--- config.mk ---
export PLATFORM = sky130hd
export DESIGN_NAME = pfs_pin_mux
export DESIGN_NICKNAME = d
export VERILOG_FILES = /design/src/pfs_pkg.sv /design/src/pfs_pin_mux.sv /design/src/pfs_sync2.sv
export SDC_FILE = /design/constraint.sdc
export NUM_CORES = 1
export LEC_CHECK = 0
export BUFFER_PORTS_ARGS = -buffer_cell sky130_fd_sc_hd__buf_2
export CAP_MARGIN = 20
export CORE_ASPECT_RATIO = 1.75
export CORE_MARGIN = 2
export CORE_UTILIZATION = 51
export CTS_CLUSTER_DIAMETER = 150
export CTS_CLUSTER_SIZE = 8
export DETAILED_ROUTE_END_ITERATION = 12
export PLACE_DENSITY = 0.8
export RECOVER_POWER = 50
export SKIP_LAST_GASP = 1
export SYNTH_ARGS = -nofsm -noshare
export SYNTH_HDL_FRONTEND = slang
export SYNTH_SLANG_ARGS = --single-unit
--- constraint.sdc ---
create_clock -name clk_i -period 2.9 [get_ports clk_i]
set_input_delay 0.145 -clock clk_i [delete_from_list [all_inputs] [get_ports clk_i]]
set_output_delay 0.145 -clock clk_i [all_outputs]
set_load 0.02 [all_outputs]
--- src/pfs_pkg.sv ---
// constants and types shared by the pin function select block
// assumes a single 250 MHz clock and a classic wishbone register bus
package pfs_pkg;

   // pins handled here, index 0 is P0.5 up to index 6 for P1.3
   localparam int unsigned NUM_PINS = 7;
   localparam int unsigned PIN_P0_5 = 0;
   localparam int unsigned PIN_P0_6 = 1;
   localparam int unsigned PIN_P0_7 = 2;
   localparam int unsigned PIN_P1_0 = 3;
   localparam int unsigned PIN_P1_1 = 4;
   localparam int unsigned PIN_P1_2 = 5;
   localparam int unsigned PIN_P1_3 = 6;

   // configuration register layout
   localparam int unsigned CFG_W = 8;
   localparam int unsigned BIT_PWM = 7;
   localparam int unsigned BIT_FN6 = 6;
   localparam int unsigned BIT_FN5 = 5;
   localparam int unsigned BIT_FN4 = 4;
   localparam int unsigned BIT_FN3 = 3;
   localparam int unsigned BIT_IRQ_B = 2;
   localparam int unsigned BIT_IRQ_A = 1;
   localparam int unsigned BIT_GPIO = 0;
   localparam logic [7:0] CFG_RESET = 8'h00;
   localparam logic [7:0] CFG_ALL_BITS = 8'hFF;
   localparam logic [7:0] CFG_NO_FN4 = 8'hEF;

   // register indices; byte address on the bus is four times the index
   localparam int unsigned ADR_W = 18;
   localparam int unsigned IDX_W = 16;
   localparam int unsigned SLOT_W = 3;
   localparam logic [15:0] REG_P0_5_IDX = 16'hA055;
   localparam logic [15:0] REG_P0_6_IDX = 16'hA056;
   localparam logic [15:0] REG_P0_7_IDX = 16'hA057;
   localparam logic [15:0] REG_P1_0_IDX = 16'hA058;
   localparam logic [15:0] REG_P1_1_IDX = 16'hA059;
   localparam logic [15:0] REG_P1_2_IDX = 16'hA05A;
   localparam logic [15:0] REG_P1_3_IDX = 16'hA05B;
   localparam logic [15:0] REG_FIRST_IDX = REG_P0_5_IDX;
   localparam logic [15:0] REG_LAST_IDX = REG_P1_3_IDX;

   // pwm channel wired to each pin, index order as the pins above
   localparam int unsigned PWM_CHANNELS = 12;
   localparam int unsigned PIN_PWM_CH [NUM_PINS] = '{11, 3, 4, 5, 6, 0, 1};

   // which pins carry which shared function
   localparam logic [6:0] PINS_I2C_CLK = 7'h45;
   localparam logic [6:0] PINS_I2C_DATA = 7'h22;
   localparam logic [6:0] PINS_SPI_CLK = 7'h05;
   localparam logic [6:0] PINS_SPI_SO = 7'h02;
   localparam logic [6:0] PINS_SPI_MO = 7'h28;
   localparam logic [6:0] PINS_SPI_SEL = 7'h50;
   localparam logic [6:0] PINS_FN4 = 7'h1C;

   // function picked for a pin after priority among routing bits
   typedef enum logic [2:0] {
      RT_NONE, RT_PWM, RT_FN6, RT_FN5, RT_FN4, RT_FN3, RT_GPIO
   } pfs_route_type;

endpackage

--- src/pfs_pin_mux.sv ---
// function select for pins P0.5 to P1.3 with its register file
// assumes classic wishbone on clk_i and peripherals on the same clock
module pfs_pin_mux
   import pfs_pkg::*;
(
   // clock and reset
   input wire logic clk_i,
   input wire logic srst_i,
   // wishbone slave
   input wire logic wb_cyc_i,
   input wire logic wb_stb_i,
   input wire logic wb_we_i,
   input wire logic [ADR_W-1:0] wb_adr_i,
   input wire logic [3:0] wb_sel_i,
   input wire logic [31:0] wb_dat_i,
   output logic [31:0] wb_dat_o,
   output logic wb_ack_o,
   // pads
   input wire logic [NUM_PINS-1:0] pad_i,
   output logic [NUM_PINS-1:0] pad_o,
   output logic [NUM_PINS-1:0] pad_oe_o,
   // pwm and buzzer sources
   input wire logic [PWM_CHANNELS-1:0] pwm_i,
   input wire logic buzzer_i,
   // i2c master and second slave, pull requests and received levels
   input wire logic i2c_m_scl_pull_i,
   input wire logic i2c_m_sda_pull_i,
   input wire logic i2c_s2_scl_pull_i,
   input wire logic i2c_s2_sda_pull_i,
   output logic i2c_m_scl_in_o,
   output logic i2c_m_sda_in_o,
   output logic i2c_s2_scl_in_o,
   output logic i2c_s2_sda_in_o,
   // spi controller
   input wire logic spi_sck_out_i,
   input wire logic spi_sck_oe_i,
   input wire logic spi_so_out_i,
   input wire logic spi_so_oe_i,
   input wire logic spi_mo_out_i,
   input wire logic spi_mo_oe_i,
   output logic spi_sck_in_o,
   output logic spi_so_in_o,
   output logic spi_mo_in_o,
   output logic spi_select_n_o,
   // uarts
   input wire logic uart_two_txd_i,
   input wire logic uart_zero_txd_i,
   output logic uart_two_rxd_o,
   output logic uart_zero_rxd_o,
   // capture modules 4 and 5
   input wire logic [1:0] cap_out_i,
   input wire logic [1:0] cap_oe_i,
   output logic [1:0] cap_in_o,
   // shared pin interrupt conditions
   output logic [NUM_PINS-1:0] irq_a_pins_o,
   output logic [NUM_PINS-1:0] irq_b_pins_o,
   // plain io
   input wire logic [NUM_PINS-1:0] gpio_out_i,
   input wire logic [NUM_PINS-1:0] gpio_oe_i,
   output logic [NUM_PINS-1:0] gpio_in_o
);

   logic [CFG_W-1:0] cfg_reg [NUM_PINS];
   logic [NUM_PINS-1:0] pad_sync;
   pfs_route_type route [NUM_PINS];
   logic [NUM_PINS-1:0] sel6, sel5, sel4, sel3, sel_gpio;
   logic [NUM_PINS-1:0] f6_o, f6_oe, f5_o, f5_oe, f4_o, f4_oe, f3_o, f3_oe;
   logic bus_req, bus_hit;
   logic [SLOT_W-1:0] bus_slot;

   // routing priority when software sets several bits at once
   function automatic pfs_route_type pick_route(input logic [CFG_W-1:0] cfg);
      if (cfg[BIT_PWM]) return RT_PWM;
      if (cfg[BIT_FN6]) return RT_FN6;
      if (cfg[BIT_FN5]) return RT_FN5;
      if (cfg[BIT_FN4]) return RT_FN4;
      if (cfg[BIT_FN3]) return RT_FN3;
      if (cfg[BIT_GPIO]) return RT_GPIO;
      return RT_NONE;
   endfunction

   function automatic logic adr_hit(input logic [ADR_W-1:0] adr);
      logic [IDX_W-1:0] idx;
      idx = adr[ADR_W-1:2];
      return (adr[1:0] == 2'h0) && (idx >= REG_FIRST_IDX) && (idx <= REG_LAST_IDX);
   endfunction

   function automatic logic [SLOT_W-1:0] adr_slot(input logic [ADR_W-1:0] adr);
      return SLOT_W'(adr[ADR_W-1:2] - REG_FIRST_IDX);
   endfunction

   // idle-high input fed by several pins: any selected pin low pulls it low
   function automatic logic all_high(input logic [NUM_PINS-1:0] en,
                                     input logic [NUM_PINS-1:0] lvl);
      return &(~en | lvl);
   endfunction

   // idle-low input fed by several pins
   function automatic logic any_high(input logic [NUM_PINS-1:0] en,
                                     input logic [NUM_PINS-1:0] lvl);
      return |(en & lvl);
   endfunction

   pfs_sync2 u_pad_sync (
      .clk_i(clk_i),
      .srst_i(srst_i),
      .async_i(pad_i),
      .sync_o(pad_sync)
   );

   assign bus_req = wb_cyc_i && wb_stb_i;
   assign bus_hit = adr_hit(wb_adr_i);
   assign bus_slot = adr_slot(wb_adr_i);

   // one wait state, ack drops the cycle after it was given
   always_ff @(posedge clk_i) begin
      if (srst_i) begin
         wb_ack_o <= 1'b0;
      end else begin
         wb_ack_o <= bus_req && !wb_ack_o;
      end
   end

   // readback; unmapped addresses answer zero
   always_ff @(posedge clk_i) begin
      if (srst_i) begin
         wb_dat_o <= '0;
      end else if (bus_req && !wb_ack_o && !wb_we_i && bus_hit) begin
         wb_dat_o <= 32'(cfg_reg[bus_slot]);
      end else begin
         wb_dat_o <= '0;
      end
   end

   // write commits at the edge where the master sees ack
   always_ff @(posedge clk_i) begin
      if (srst_i) begin
         for (int i = 0; i < NUM_PINS; i++) begin
            cfg_reg[i] <= CFG_RESET;
         end
      end else if (bus_req && wb_ack_o && wb_we_i && wb_sel_i[0] && bus_hit) begin
         // bit 4 holds no function on four pins and stays zero there
         cfg_reg[bus_slot] <= wb_dat_i[CFG_W-1:0]
            & (PINS_FN4[bus_slot] ? CFG_ALL_BITS : CFG_NO_FN4);
      end
   end

   // route decode per pin
   always_comb begin
      for (int i = 0; i < NUM_PINS; i++) begin
         route[i] = pick_route(cfg_reg[i]);
         sel6[i] = route[i] == RT_FN6;
         sel5[i] = route[i] == RT_FN5;
         sel4[i] = route[i] == RT_FN4;
         sel3[i] = route[i] == RT_FN3;
         sel_gpio[i] = route[i] == RT_GPIO;
      end
   end

   // drive offered by each pin's functions; i2c is open drain, low only
   always_comb begin
      {f6_o, f6_oe, f5_o, f5_oe, f4_o, f4_oe, f3_o, f3_oe} = '0;
      for (int i = 0; i < NUM_PINS; i++) begin
         if (PINS_I2C_CLK[i]) begin
            f6_oe[i] = i2c_m_scl_pull_i;
            f5_oe[i] = i2c_s2_scl_pull_i;
         end
         if (PINS_I2C_DATA[i]) begin
            f6_oe[i] = i2c_m_sda_pull_i;
            f5_oe[i] = i2c_s2_sda_pull_i;
         end
         if (PINS_SPI_CLK[i]) begin
            f3_o[i] = spi_sck_out_i;
            f3_oe[i] = spi_sck_oe_i;
         end
         if (PINS_SPI_SO[i]) begin
            f3_o[i] = spi_so_out_i;
            f3_oe[i] = spi_so_oe_i;
         end
         if (PINS_SPI_MO[i]) begin
            f3_o[i] = spi_mo_out_i;
            f3_oe[i] = spi_mo_oe_i;
         end
      end
      // receive-only functions on P1.0 and spi select pins leave oe low
      f6_o[PIN_P1_1] = uart_two_txd_i;
      f6_oe[PIN_P1_1] = 1'b1;
      f5_o[PIN_P1_1] = uart_zero_txd_i;
      f5_oe[PIN_P1_1] = 1'b1;
      f4_o[PIN_P0_7] = buzzer_i;
      f4_oe[PIN_P0_7] = 1'b1;
      f4_o[PIN_P1_0] = cap_out_i[0];
      f4_oe[PIN_P1_0] = cap_oe_i[0];
      f4_o[PIN_P1_1] = cap_out_i[1];
      f4_oe[PIN_P1_1] = cap_oe_i[1];
   end

   // pad drivers, registered so the pads never see decode glitches
   always_ff @(posedge clk_i) begin
      if (srst_i) begin
         pad_o <= '0;
         pad_oe_o <= '0;
      end else begin
         for (int i = 0; i < NUM_PINS; i++) begin
            case (route[i])
               RT_PWM: begin
                  pad_o[i] <= pwm_i[PIN_PWM_CH[i]];
                  pad_oe_o[i] <= 1'b1;
               end
               RT_FN6: begin
                  pad_o[i] <= f6_o[i];
                  pad_oe_o[i] <= f6_oe[i];
               end
               RT_FN5: begin
                  pad_o[i] <= f5_o[i];
                  pad_oe_o[i] <= f5_oe[i];
               end
               RT_FN4: begin
                  pad_o[i] <= f4_o[i];
                  pad_oe_o[i] <= f4_oe[i];
               end
               RT_FN3: begin
                  pad_o[i] <= f3_o[i];
                  pad_oe_o[i] <= f3_oe[i];
               end
               RT_GPIO: begin
                  pad_o[i] <= gpio_out_i[i];
                  pad_oe_o[i] <= gpio_oe_i[i];
               end
               default: begin
                  pad_o[i] <= 1'b0;
                  pad_oe_o[i] <= 1'b0;
               end
            endcase
         end
      end
   end

   // peripheral inputs from synchronised pad levels, idle when unrouted
   always_ff @(posedge clk_i) begin
      if (srst_i) begin
         i2c_m_scl_in_o <= 1'b1;
         i2c_m_sda_in_o <= 1'b1;
         i2c_s2_scl_in_o <= 1'b1;
         i2c_s2_sda_in_o <= 1'b1;
         spi_sck_in_o <= 1'b0;
         spi_so_in_o <= 1'b0;
         spi_mo_in_o <= 1'b0;
         spi_select_n_o <= 1'b1;
         uart_two_rxd_o <= 1'b1;
         uart_zero_rxd_o <= 1'b1;
         cap_in_o <= '0;
      end else begin
         i2c_m_scl_in_o <= all_high(sel6 & PINS_I2C_CLK, pad_sync);
         i2c_m_sda_in_o <= all_high(sel6 & PINS_I2C_DATA, pad_sync);
         i2c_s2_scl_in_o <= all_high(sel5 & PINS_I2C_CLK, pad_sync);
         i2c_s2_sda_in_o <= all_high(sel5 & PINS_I2C_DATA, pad_sync);
         spi_sck_in_o <= any_high(sel3 & PINS_SPI_CLK, pad_sync);
         spi_so_in_o <= any_high(sel3 & PINS_SPI_SO, pad_sync);
         spi_mo_in_o <= any_high(sel3 & PINS_SPI_MO, pad_sync);
         spi_select_n_o <= all_high(sel3 & PINS_SPI_SEL, pad_sync);
         uart_two_rxd_o <= !sel6[PIN_P1_0] || pad_sync[PIN_P1_0];
         uart_zero_rxd_o <= !sel5[PIN_P1_0] || pad_sync[PIN_P1_0];
         cap_in_o[0] <= sel4[PIN_P1_0] && pad_sync[PIN_P1_0];
         cap_in_o[1] <= sel4[PIN_P1_1] && pad_sync[PIN_P1_1];
      end
   end

   // interrupt joins bypass the routing priority so a pin feeds both
   always_ff @(posedge clk_i) begin
      if (srst_i) begin
         irq_a_pins_o <= '0;
         irq_b_pins_o <= '0;
         gpio_in_o <= '0;
      end else begin
         for (int i = 0; i < NUM_PINS; i++) begin
            irq_a_pins_o[i] <= cfg_reg[i][BIT_IRQ_A] && pad_sync[i];
            irq_b_pins_o[i] <= cfg_reg[i][BIT_IRQ_B] && pad_sync[i];
         end
         gpio_in_o <= sel_gpio & pad_sync;
      end
   end
endmodule

--- src/pfs_sync2.sv ---
// two flip-flop synchroniser for the pad input levels
// assumes the pads are asynchronous to clk_i
module pfs_sync2
   import pfs_pkg::*;
(
   // clock and reset
   input wire logic clk_i,
   input wire logic srst_i,
   // levels
   input wire logic [NUM_PINS-1:0] async_i,
   output logic [NUM_PINS-1:0] sync_o
);

   logic [NUM_PINS-1:0] meta_reg;

   // first stage is read only by the second stage
   always_ff @(posedge clk_i) begin
      if (srst_i) begin
         meta_reg <= '0;
         sync_o <= '0;
      end else begin
         meta_reg <= async_i;
         sync_o <= meta_reg;
      end
   end

endmodule

==> results of run 1 <==
-- synthesized netlist by cell type (all sizes together) (5+ instances only) --
| cell | number | area [um^2] |
|---|---|---|
| a21oi | 18 | 90.1 |
| nor4b | 5 | 43.8 |
| nor2 | 23 | 86.3 |
| o21ai | 8 | 40.0 |
| dfxtp | 78 | 1560 |
| and3 | 57 | 357 |
| edfxtp | 56 | 1680 |
| nor3 | 12 | 60.1 |
| and2 | 15 | 93.8 |
| nand3b | 5 | 37.5 |
| mux4 | 16 | 360 |
| nor4 | 5 | 37.5 |
| a21o | 6 | 45.0 |
| a221oi | 7 | 61.3 |
| nand2 | 36 | 135 |
| clkbuf | 15 | 56.3 |
| buf | 31 | 219 |
| nor2b | 28 | 175 |
| inv | 5 | 18.8 |
| mux2 | 7 | 105 |
-- per-stage QoR --
stage	hold slack, ns	worst slack [ns]	cell area, um^2	util (%)	power (mW)
6_report	0.00822	0.638	7120	64.5	4.51
5_1_grt	0.00352	0.488	7120	64.5	4.65
4_1_cts	0.000682	0.688	7200	65.2	4.52
3_5_place_dp	0.358	0.343	6450	58.4	2.42
3_3_place_gp	0.352	0.435	6450	58.4	2.41
2_1_floorplan	0.229	0.206	5810	-	2.30
-- critical path, delay by kind of cell (launching register included) --
family	cells	cell delay (ns)
and+or+nand+nor	3	1.00
AOI/OAI and AO/OA	1	0.56
DFF	1	0.35
-- routing by layer --
layer  routed length, um  part of all wire [%]  track usage, %  vias to the layer above
met5                   0                     0               0                        -
met4                 789                   5.2            15.2                        0
met3                1090                   7.2            6.11                       63
met2                8070                    54            45.2                      265
met1                5100                    34            25.6                     2132
li1                    -                     -               -                     2074
-- power by group --
| group | internal, mW | leakage (nW) | switching, mW | total (mW) |
|---|---|---|---|---|
| clock | 1.34 | 0.287 | 0.765 | 2.11 |
| sequential | 2.01 | 1.23 | 0.0392 | 2.05 |
| combinational | 0.143 | 1.52 | 0.214 | 0.357 |
| total | 3.49 | 3.03 | 1.02 | 4.51 |
-- cells by family after synthesis --
family,Yosys count
AOI/OAI and AO/OA,65
xor gates and xnor gates,2
adders and majority gates,2
buffers and inverters,51
DFF,134
muxes,27
other,1
and+or+nand+nor,208
-- worst min-delay path by stage --
stage | startpoint | end | slack (ns) | depth (start not counted)
detailed placement | pad_i[1] | u_pad_sync.meta_reg[1] | 0.36 | 2
global route | gpio_out_i[5] | pad_o[5] | 0.004 | 3
CTS | gpio_out_i[5] | pad_o[5] | 0.0007 | 3
finish | gpio_out_i[5] | pad_o[5] | 0.008 | 3
floorplan | srst_i | wb_ack_o | 0.23 | 1
global placement | pad_i[3] | u_pad_sync.meta_reg[3] | 0.35 | 2
-- final cells by class --
cell class                 count  share of cell area [%]
clock inverter                14                    2.25
timing repair buffer         158                    11.4
sequential                   134                    45.6
clock buffer                  18                    6.03
multi-input combinational    330                    32.1
tap                          132                    2.32
inverter                       5                   0.264
==> flow_summary.toml, run 1 <==
[critical_path]
endpoint_kind = "register"
rr_worst_depth = 4
crit_chain = "nand3_1 > or2_2 > nor3_1 > a41o_1"
reg2reg_from = "wb_ack_o"
critPathLaunch = "wb_ack_o"
arrival_ns = 2.32
required_ns = 2.96
crit_type = "register to register"
critPathMaxFanout = 8
cpPeakStageDelay_ns = 0.60
rr_endpoint = "cfg_reg[5][7]"
r2r_slack_ns = 0.64
cp_slowest_cell = "nor3_1"
startpoint_type = "register"
crit_end = "cfg_reg[5][7]"

[die]
coreArea_um2 = 11000
dieArea_um2 = 12100
die_x_um = 84.1
dieHeight_um = 144
pin_count = 189
initial_core_util_pct = 51.8
rows = 51

[synthesis]
synth_top_family_by_area = "simple AND/OR/NAND/NOR gates"
synth_fa_ha_area_share_pct = 0.437
syn_inst = 490
async_flop_share_pct = 0
synth_xor_area_share_pct = 0.306
yosys_warnings = 0
synthMuxAreaShare_pct = 8.84
synth_compound_area_share_pct = 7.76
synth_flop_cell = "dfxtp_1"
yosysSeqAreaShare_pct = 56.7
synth_area_um2 = 5720
synth.distinct_cells = 55
yosys.area_share.simple_pct = 20.8
avgSynthCellArea_um2 = 11.7
ys_ff_latch = 134
synth_edf_count = 56

[timing]
tns_ns = 0
fin_crit_sh_pct = 78.0
finalClockSkew_ns = 0.00469
final-max-slew-violation-count = 31
period_minus_slack_ns = 2.26
max_clock_freq_mhz = 442
finalSetupViolCount = 0
slew-limit-headroom_pct = -0.256
hold_viol = 0
rsz0062_at_grt = "no"
tightest_slew_ns = 1.50

[placed_design]
post-place-cells = 743
io_buffers = 132
gp_congestion = 0.894
place_hpwl_um = 10700

[routing]
routed-via-count = 4534
firstDrtPassIters = 5
drt-total-wl_um = 15000
detail_route.wl_per_cell_um = 19.0
ant_nets = 0
drc = 0
drt-initial-drc-count = 390
vias_per_cell = 5.73

[clock_network]
cts.clk_slew.worst_paths_ns = 0.06
cts_buffers = 17
clockBufferDepth = 2
clk_latency_ns = 0.41
cts_resized = 0
cts_tree = "yes"
cts_hold_buf = 16
cts_root_buf = "clkbuf_16"
post-cts-setup-buffers = 0
clock_sinks = 134
h-tree-depth = 4

[final_layout]
diodes = 0
drive_above_1_share_pct = 21.2
multi_input_area_um2 = 2290
final_common_cell = "dfxtp_1"
nFillCells = 864
largest_reg_flops = 64
layout_common_cells = "78 x dfxtp_1, 75 x buf_2, 60 x clkbuf_1"
nNetsFinal = 757
syn2layout_area_growth_pct = 24.4
stdcell_count = 791
regArea_um2 = 3240

[status]
violations = "max-capacitance violations, max-slew violations"
status = "finished with violations"

[global_route]
overflow = 0
antenna_found_initial = 0
grt_pass1_vias = 4500
grt_max_degree = 44
grt_first_pass_wirelength_um = 22800
grt_use_total_pct = 24.9

[flow_run]
drv_cap = 1

[power]
powerDensity_nw_per_um2 = 634
ir_worst_vdd_mv = 0.576
leakage_nw = 3.03

[worst_hold_path]
hold_path_class = "input port to register"
Power figures use the tool's default switching activity.
==> inputs of run 2 (changes only) <==
CORE_UTILIZATION = 46   (was 51)
PLACE_DENSITY = 0.77   (was 0.8)
clock period = 1.86 ns   (was 2.9 ns; I/O delays follow)
==> flow_summary.toml, run 2 (same netlist as run 1, synthesis figures left out) <==
[die]
die_x_um = 88.3
coreArea_um2 = 12100
dieArea_um2 = 13400
initial_core_util_pct = 47.4
rows = 53
pin_count = 189
dieHeight_um = 152

[placed_design]
io_buffers = 132
gp_congestion = 0.899
place_hpwl_um = 11400

[global_route]
grt_use_total_pct = 24.5
grt_max_degree = 24
overflow = 0
grt_first_pass_wirelength_um = 24100
antenna_found_initial = 0
grt_pass1_vias = 4801

[power]
powerDensity_nw_per_um2 = 955
clock_power_share_pct = 47.6
power_frac_comb_pct = 8.7
swShare_pct = 22.7
p_int_mw = 5.63
p_sw_mw = 1.66
leakage_nw = 3.26
ir_worst_vdd_mv = 0.520
power_frac_seq_pct = 43.8
report.power.total_mw = 7.29

[routing]
drt-total-wl_um = 16200
detail_route.wl_per_cell_um = 18.7
vias_per_cell = 5.50
firstDrtPassIters = 8
ant_nets = 0
drc = 0
drt-initial-drc-count = 436
routed-via-count = 4778

[timing]
rsz0062_at_grt = "yes"
finalSetupViolCount = 0
finalClockSkew_ns = 0.00615
slew-limit-headroom_pct = 56.7
max_clock_freq_mhz = 546
whs_ns = 0.0112
tightest_slew_ns = 0.650
period_minus_slack_ns = 1.83
fin_crit_sh_pct = 98.4
final-max-slew-violation-count = 0
hold_viol = 0

[final_layout]
diodes = 0
final_common_cell = "dfxtp_1"
layout_common_cells = "77 x dfxtp_1, 76 x buf_2, 60 x clkbuf_1"
drive_above_1_share_pct = 26.9
syn2layout_area_growth_pct = 33.4
nFillCells = 985
nNetsFinal = 801
largest_reg_flops = 64

[worst_hold_path]
holdCritStartpoint = "gpio_oe_i[1]"
whs_path_depth = 3
holdPathEnd = "pad_oe_o[1]"
hold_path_class = "input port to register"

[critical_path]
endpoint_kind = "register"
arrival_ns = 1.96
startpoint_type = "register"
required_ns = 1.99
crit_type = "register to register"
rr_worst_depth = 5
critPathMaxFanout = 8
reg2reg_from = "wb_ack_o"
rr_endpoint = "cfg_reg[7][2]"
r2r_slack_ns = 0.03

[clock_network]
clock_sinks = 134
clockBufferDepth = 2
cts_tree = "yes"
cts.clk_slew.worst_paths_ns = 0.06
h-tree-depth = 4
clk_latency_ns = 0.42
cts_buffers = 17
cts_root_buf = "clkbuf_16"

[status]
status = "finished clean"

[flow_run]
drv_cap = 0
[run 2: cell type report]
class                           count  area, um^2  area share, %
Sequential cell                   134        3250           42.5
Multi-Input combinational cell    330        2350           30.7
Timing Repair Buffer              202        1200           15.7
Clock buffer                       18         429           5.62
Tap cell                          165         206           2.70
Clock inverter                     14         183           2.39
Inverter                            5        21.3          0.279
[run 2: power groups by stage]
stage	clock, mW	combinational [mW]	sequential, mW
after floorplan	0	0.345	3.25
after detailed placement	0	0.580	3.25
after global routing	3.62	0.680	3.19
after CTS	3.47	0.629	3.19
final	3.46	0.632	3.19
after global placement	0	0.565	3.24
[run 2: timing repair]
action	in CTS	in global routing
endpoints found under the hold margin	21	0
setup endpoints to repair	48	53
buffers inserted	0	5
resized for setup	6	7
hold buffers	28	0
pin swaps	0	3
[run 2: how the worst max path moves through the flow]
stage               slack, ns            end  depth (start not counted)   startpoint
detailed placement      -0.21  cfg_reg[4][2]                          7  wb_adr_i[2]
CTS                     0.009  cfg_reg[7][0]                          5     wb_ack_o
global route            -0.04  cfg_reg[7][0]                          5     wb_ack_o
finish                   0.03  cfg_reg[7][2]                          5     wb_ack_o
floorplan               -0.08  cfg_reg[7][0]                          4     wb_ack_o
global placement        -0.15  cfg_reg[2][7]                          7  wb_adr_i[2]
[run 2: critical path, cell delays in order, from the launching register on]
cell and delay [ns]:
dfxtp_4 0.35, nand3_2 0.05, or2_4 0.24, or4_4 0.56, nor4_4 0.16, buf_6 0.19
[run 2: metrics by stage]
stage / cells / utilization [%] / worst slack (ns) / TNS [ns] / cell area [um^2]
after floorplan: 515 / - / -0.0799 / -0.639 / 5870
after global placement: 804 / 56.2 / -0.154 / -13.07 / 6780
after detailed placement: 804 / 56.2 / -0.210 / -18.77 / 6780
after CTS: 864 / 63.6 / 0.00882 / 0 / 7680
after global routing: 868 / 63.2 / -0.0375 / -0.338 / 7630
final: 868 / 63.2 / 0.0295 / 0 / 7630
[run 2: layer usage]
metal	vias up	part of all wire, %	wire [um]	track usage (%)
met5	-	0	0	0
met4	0	5.0	820	14.0
met3	67	6.7	1080	5.04
met2	278	55	8900	44.6
met1	2265	33	5430	25.3
li1	2168	-	-	-
==> inputs of run 3 (changes only) <==
PLACE_DENSITY = 0.73   (was 0.77)
SYNTH_HIERARCHICAL = 1   (was default)
==> flow_summary.toml, run 3 <==
[timing]
slew-limit-headroom_pct = 42.5
hold_viol = 0
tightest_slew_ns = 0.862
finalClockSkew_ns = 0.0113
fin_crit_sh_pct = 99.0
max_clock_freq_mhz = 543
rsz0062_at_grt = "yes"
whs_ns = 0.00275
final-max-slew-violation-count = 0
period_minus_slack_ns = 1.84
tns_ns = 0
finalSetupViolCount = 0

[status]
status = "finished clean"

[final_layout]
nFillCells = 1021
nNetsFinal = 789
diodes = 0
syn2layout_area_growth_pct = 31.2
final_common_cell = "buf_2"
utilization_pct = 61.1
drive_above_1_share_pct = 35.7
largest_reg_flops = 64
layout_common_cells = "132 x buf_2, 78 x dfxtp_1, 56 x edfxtp_1"
stdcell_count = 858

[clock_network]
cts_buffers = 17
cts_tree = "yes"
clk_latency_ns = 0.42
clock_sinks = 134
cts.clk_slew.worst_paths_ns = 0.05
clockBufferDepth = 2
cts_root_buf = "clkbuf_16"
h-tree-depth = 4

[synthesis]
synth_area_um2 = 5730
async_flop_share_pct = 0
yosysTopAreaCell = "edfxtp_1"
yosys_warnings = 6
yosysMostFrequentCell = "dfxtp_1"
synth_common_cells = "78 x dfxtp_1, 56 x edfxtp_1, 53 x nand2_1"
yosysSeqAreaShare_pct = 56.6
synth_edf_count = 56
synth_flop_cell = "dfxtp_1"
avgSynthCellArea_um2 = 11.6
yosys-top-cells-area = "edfxtp_1 29%, dfxtp_1 27%, mux4_2 5.9%"
syn_inst = 495
synth_top_area_share_pct = 29.4
ys_ff_latch = 134
synth.distinct_cells = 59

[placed_design]
place_hpwl_um = 11400
gp_congestion = 0.874
io_buffers = 132
post-place-cells = 799

[die]
dieHeight_um = 152
pin_count = 189
coreArea_um2 = 12300
rows = 54
initial_core_util_pct = 46.6
dieArea_um2 = 13400
die_x_um = 88.4

[critical_path]
rr_worst_depth = 5
reg2reg_from = "cfg_reg[2][6]"
endpoint_kind = "register"
crit_type = "register to register"
rr_endpoint = "pad_o[2]"
critPathLaunch = "cfg_reg[2][6]"
r2r_slack_ns = 0.02
required_ns = 2.19
crit_end = "pad_o[2]"
startpoint_type = "register"
critPathMaxFanout = 7
arrival_ns = 2.18

[routing]
firstDrtPassIters = 5
drt-total-wl_um = 15200
routed-via-count = 4552
drc = 0
detail_route.wl_per_cell_um = 17.7
vias_per_cell = 5.31
ant_nets = 0
drt-initial-drc-count = 321

[global_route]
antenna_found_initial = 0
grt_first_pass_wirelength_um = 22600
grt_use_total_pct = 23.1
grt_max_degree = 42
grt_pass1_vias = 4481
overflow = 0

[power]
powerDensity_nw_per_um2 = 905
ir_worst_vdd_mv = 0.573
report.power.total_mw = 6.81
leakage_nw = 3.20

[worst_hold_path]
hold_path_class = "input port to register"
whs_path_depth = 3

[flow_run]
drv_cap = 0
run 3: cell types whose count changed after synthesis, sizes merged, moves of 4 or more:
cell / delta
a21o: -5
and2: -8
and3: -41
buf: +5
clkbuf: -6
inv: +7
mux2: -7
mux2i: +5
nand2: +17
nor2: +5
nor2b: -11
nor3: +37
o21ai: +4
run 3: worst max-delay path, cell delays in order, from the launching register on:
cell and delay (ns):
edfxtp_1 0.51, nor3_2 0.21, and3b_2 0.24, a221oi_1 0.08, dlygate4sd3_1 0.58, nor3_1 0.15
run 3: cell families after synthesis:
family	count (synthesis)	synth area share (%)
adder cells (fa/ha/maj)	2	0.437
multiplexers	25	7.93
AND/OR/NAND/NOR	214	21.7
AO/OA/AOI/OAI	60	7.16
XOR/XNOR	2	0.306
buffers and inverters	57	5.74
flip-flops	134	56.6
other	1	0.0655
run 3: layout make-up:
class	instances	area (um^2)	share of cell area, %
timing repair buffer	184	1120	15.0
clock buffer	26	499	6.64
clock inverter	5	26.3	0.350
tap	168	210	2.80
inverter	12	47.5	0.632
multi-input combinational	329	2370	31.5
sequential	134	3240	43.1
run 3: worst min-delay path by stage:
stage                  from                     end  slack, ns
3_5_place_dp       pad_i[5]  u_pad_sync/meta_reg[5]       0.30
3_3_place_gp       pad_i[6]  u_pad_sync/meta_reg[6]       0.31
4_1_cts        spi_mo_out_i                pad_o[5]      0.008
5_1_grt        spi_mo_out_i                pad_o[5]       0.04
2_1_floorplan        srst_i  u_pad_sync/meta_reg[0]       0.16
6_report       spi_mo_out_i                pad_o[5]      0.003
run 3: metrics by stage:
stage                     setup WS [ns]  cell area [um^2]
after floorplan                 0.00618              5960
after global placement            0.134              6710
after detailed placement         0.0359              6710
after CTS                        0.0282              7450
after global routing            -0.0723              7520
final                            0.0184              7520
run 3: report_power, final:
| part | internal (mW) | total (mW) | switching (mW) |
|---|---|---|---|
| sequential | 3.13 | 3.19 | 0.0574 |
| combinational | 0.273 | 0.646 | 0.373 |
| clock | 1.83 | 2.97 | 1.15 |
| total | 5.23 | 6.81 | 1.58 |
run 3: routing by layer:
layer | vias to the layer above | global-route usage (%) | routed length [um]
met5 | - | 0 | 0
met4 | 0 | 14.0 | 795
met3 | 45 | 5.69 | 1070
met2 | 244 | 40.3 | 7960
met1 | 2128 | 24.3 | 5370
li1 | 2135 | - | -
run 3: repair_timing:
action	4_1_cts	5_1_grt
setup endpoints to repair	0	3
buffers inserted	0	7
endpoints found under the hold margin	17	0
gates resized for setup	0	5
hold buffers	22	0
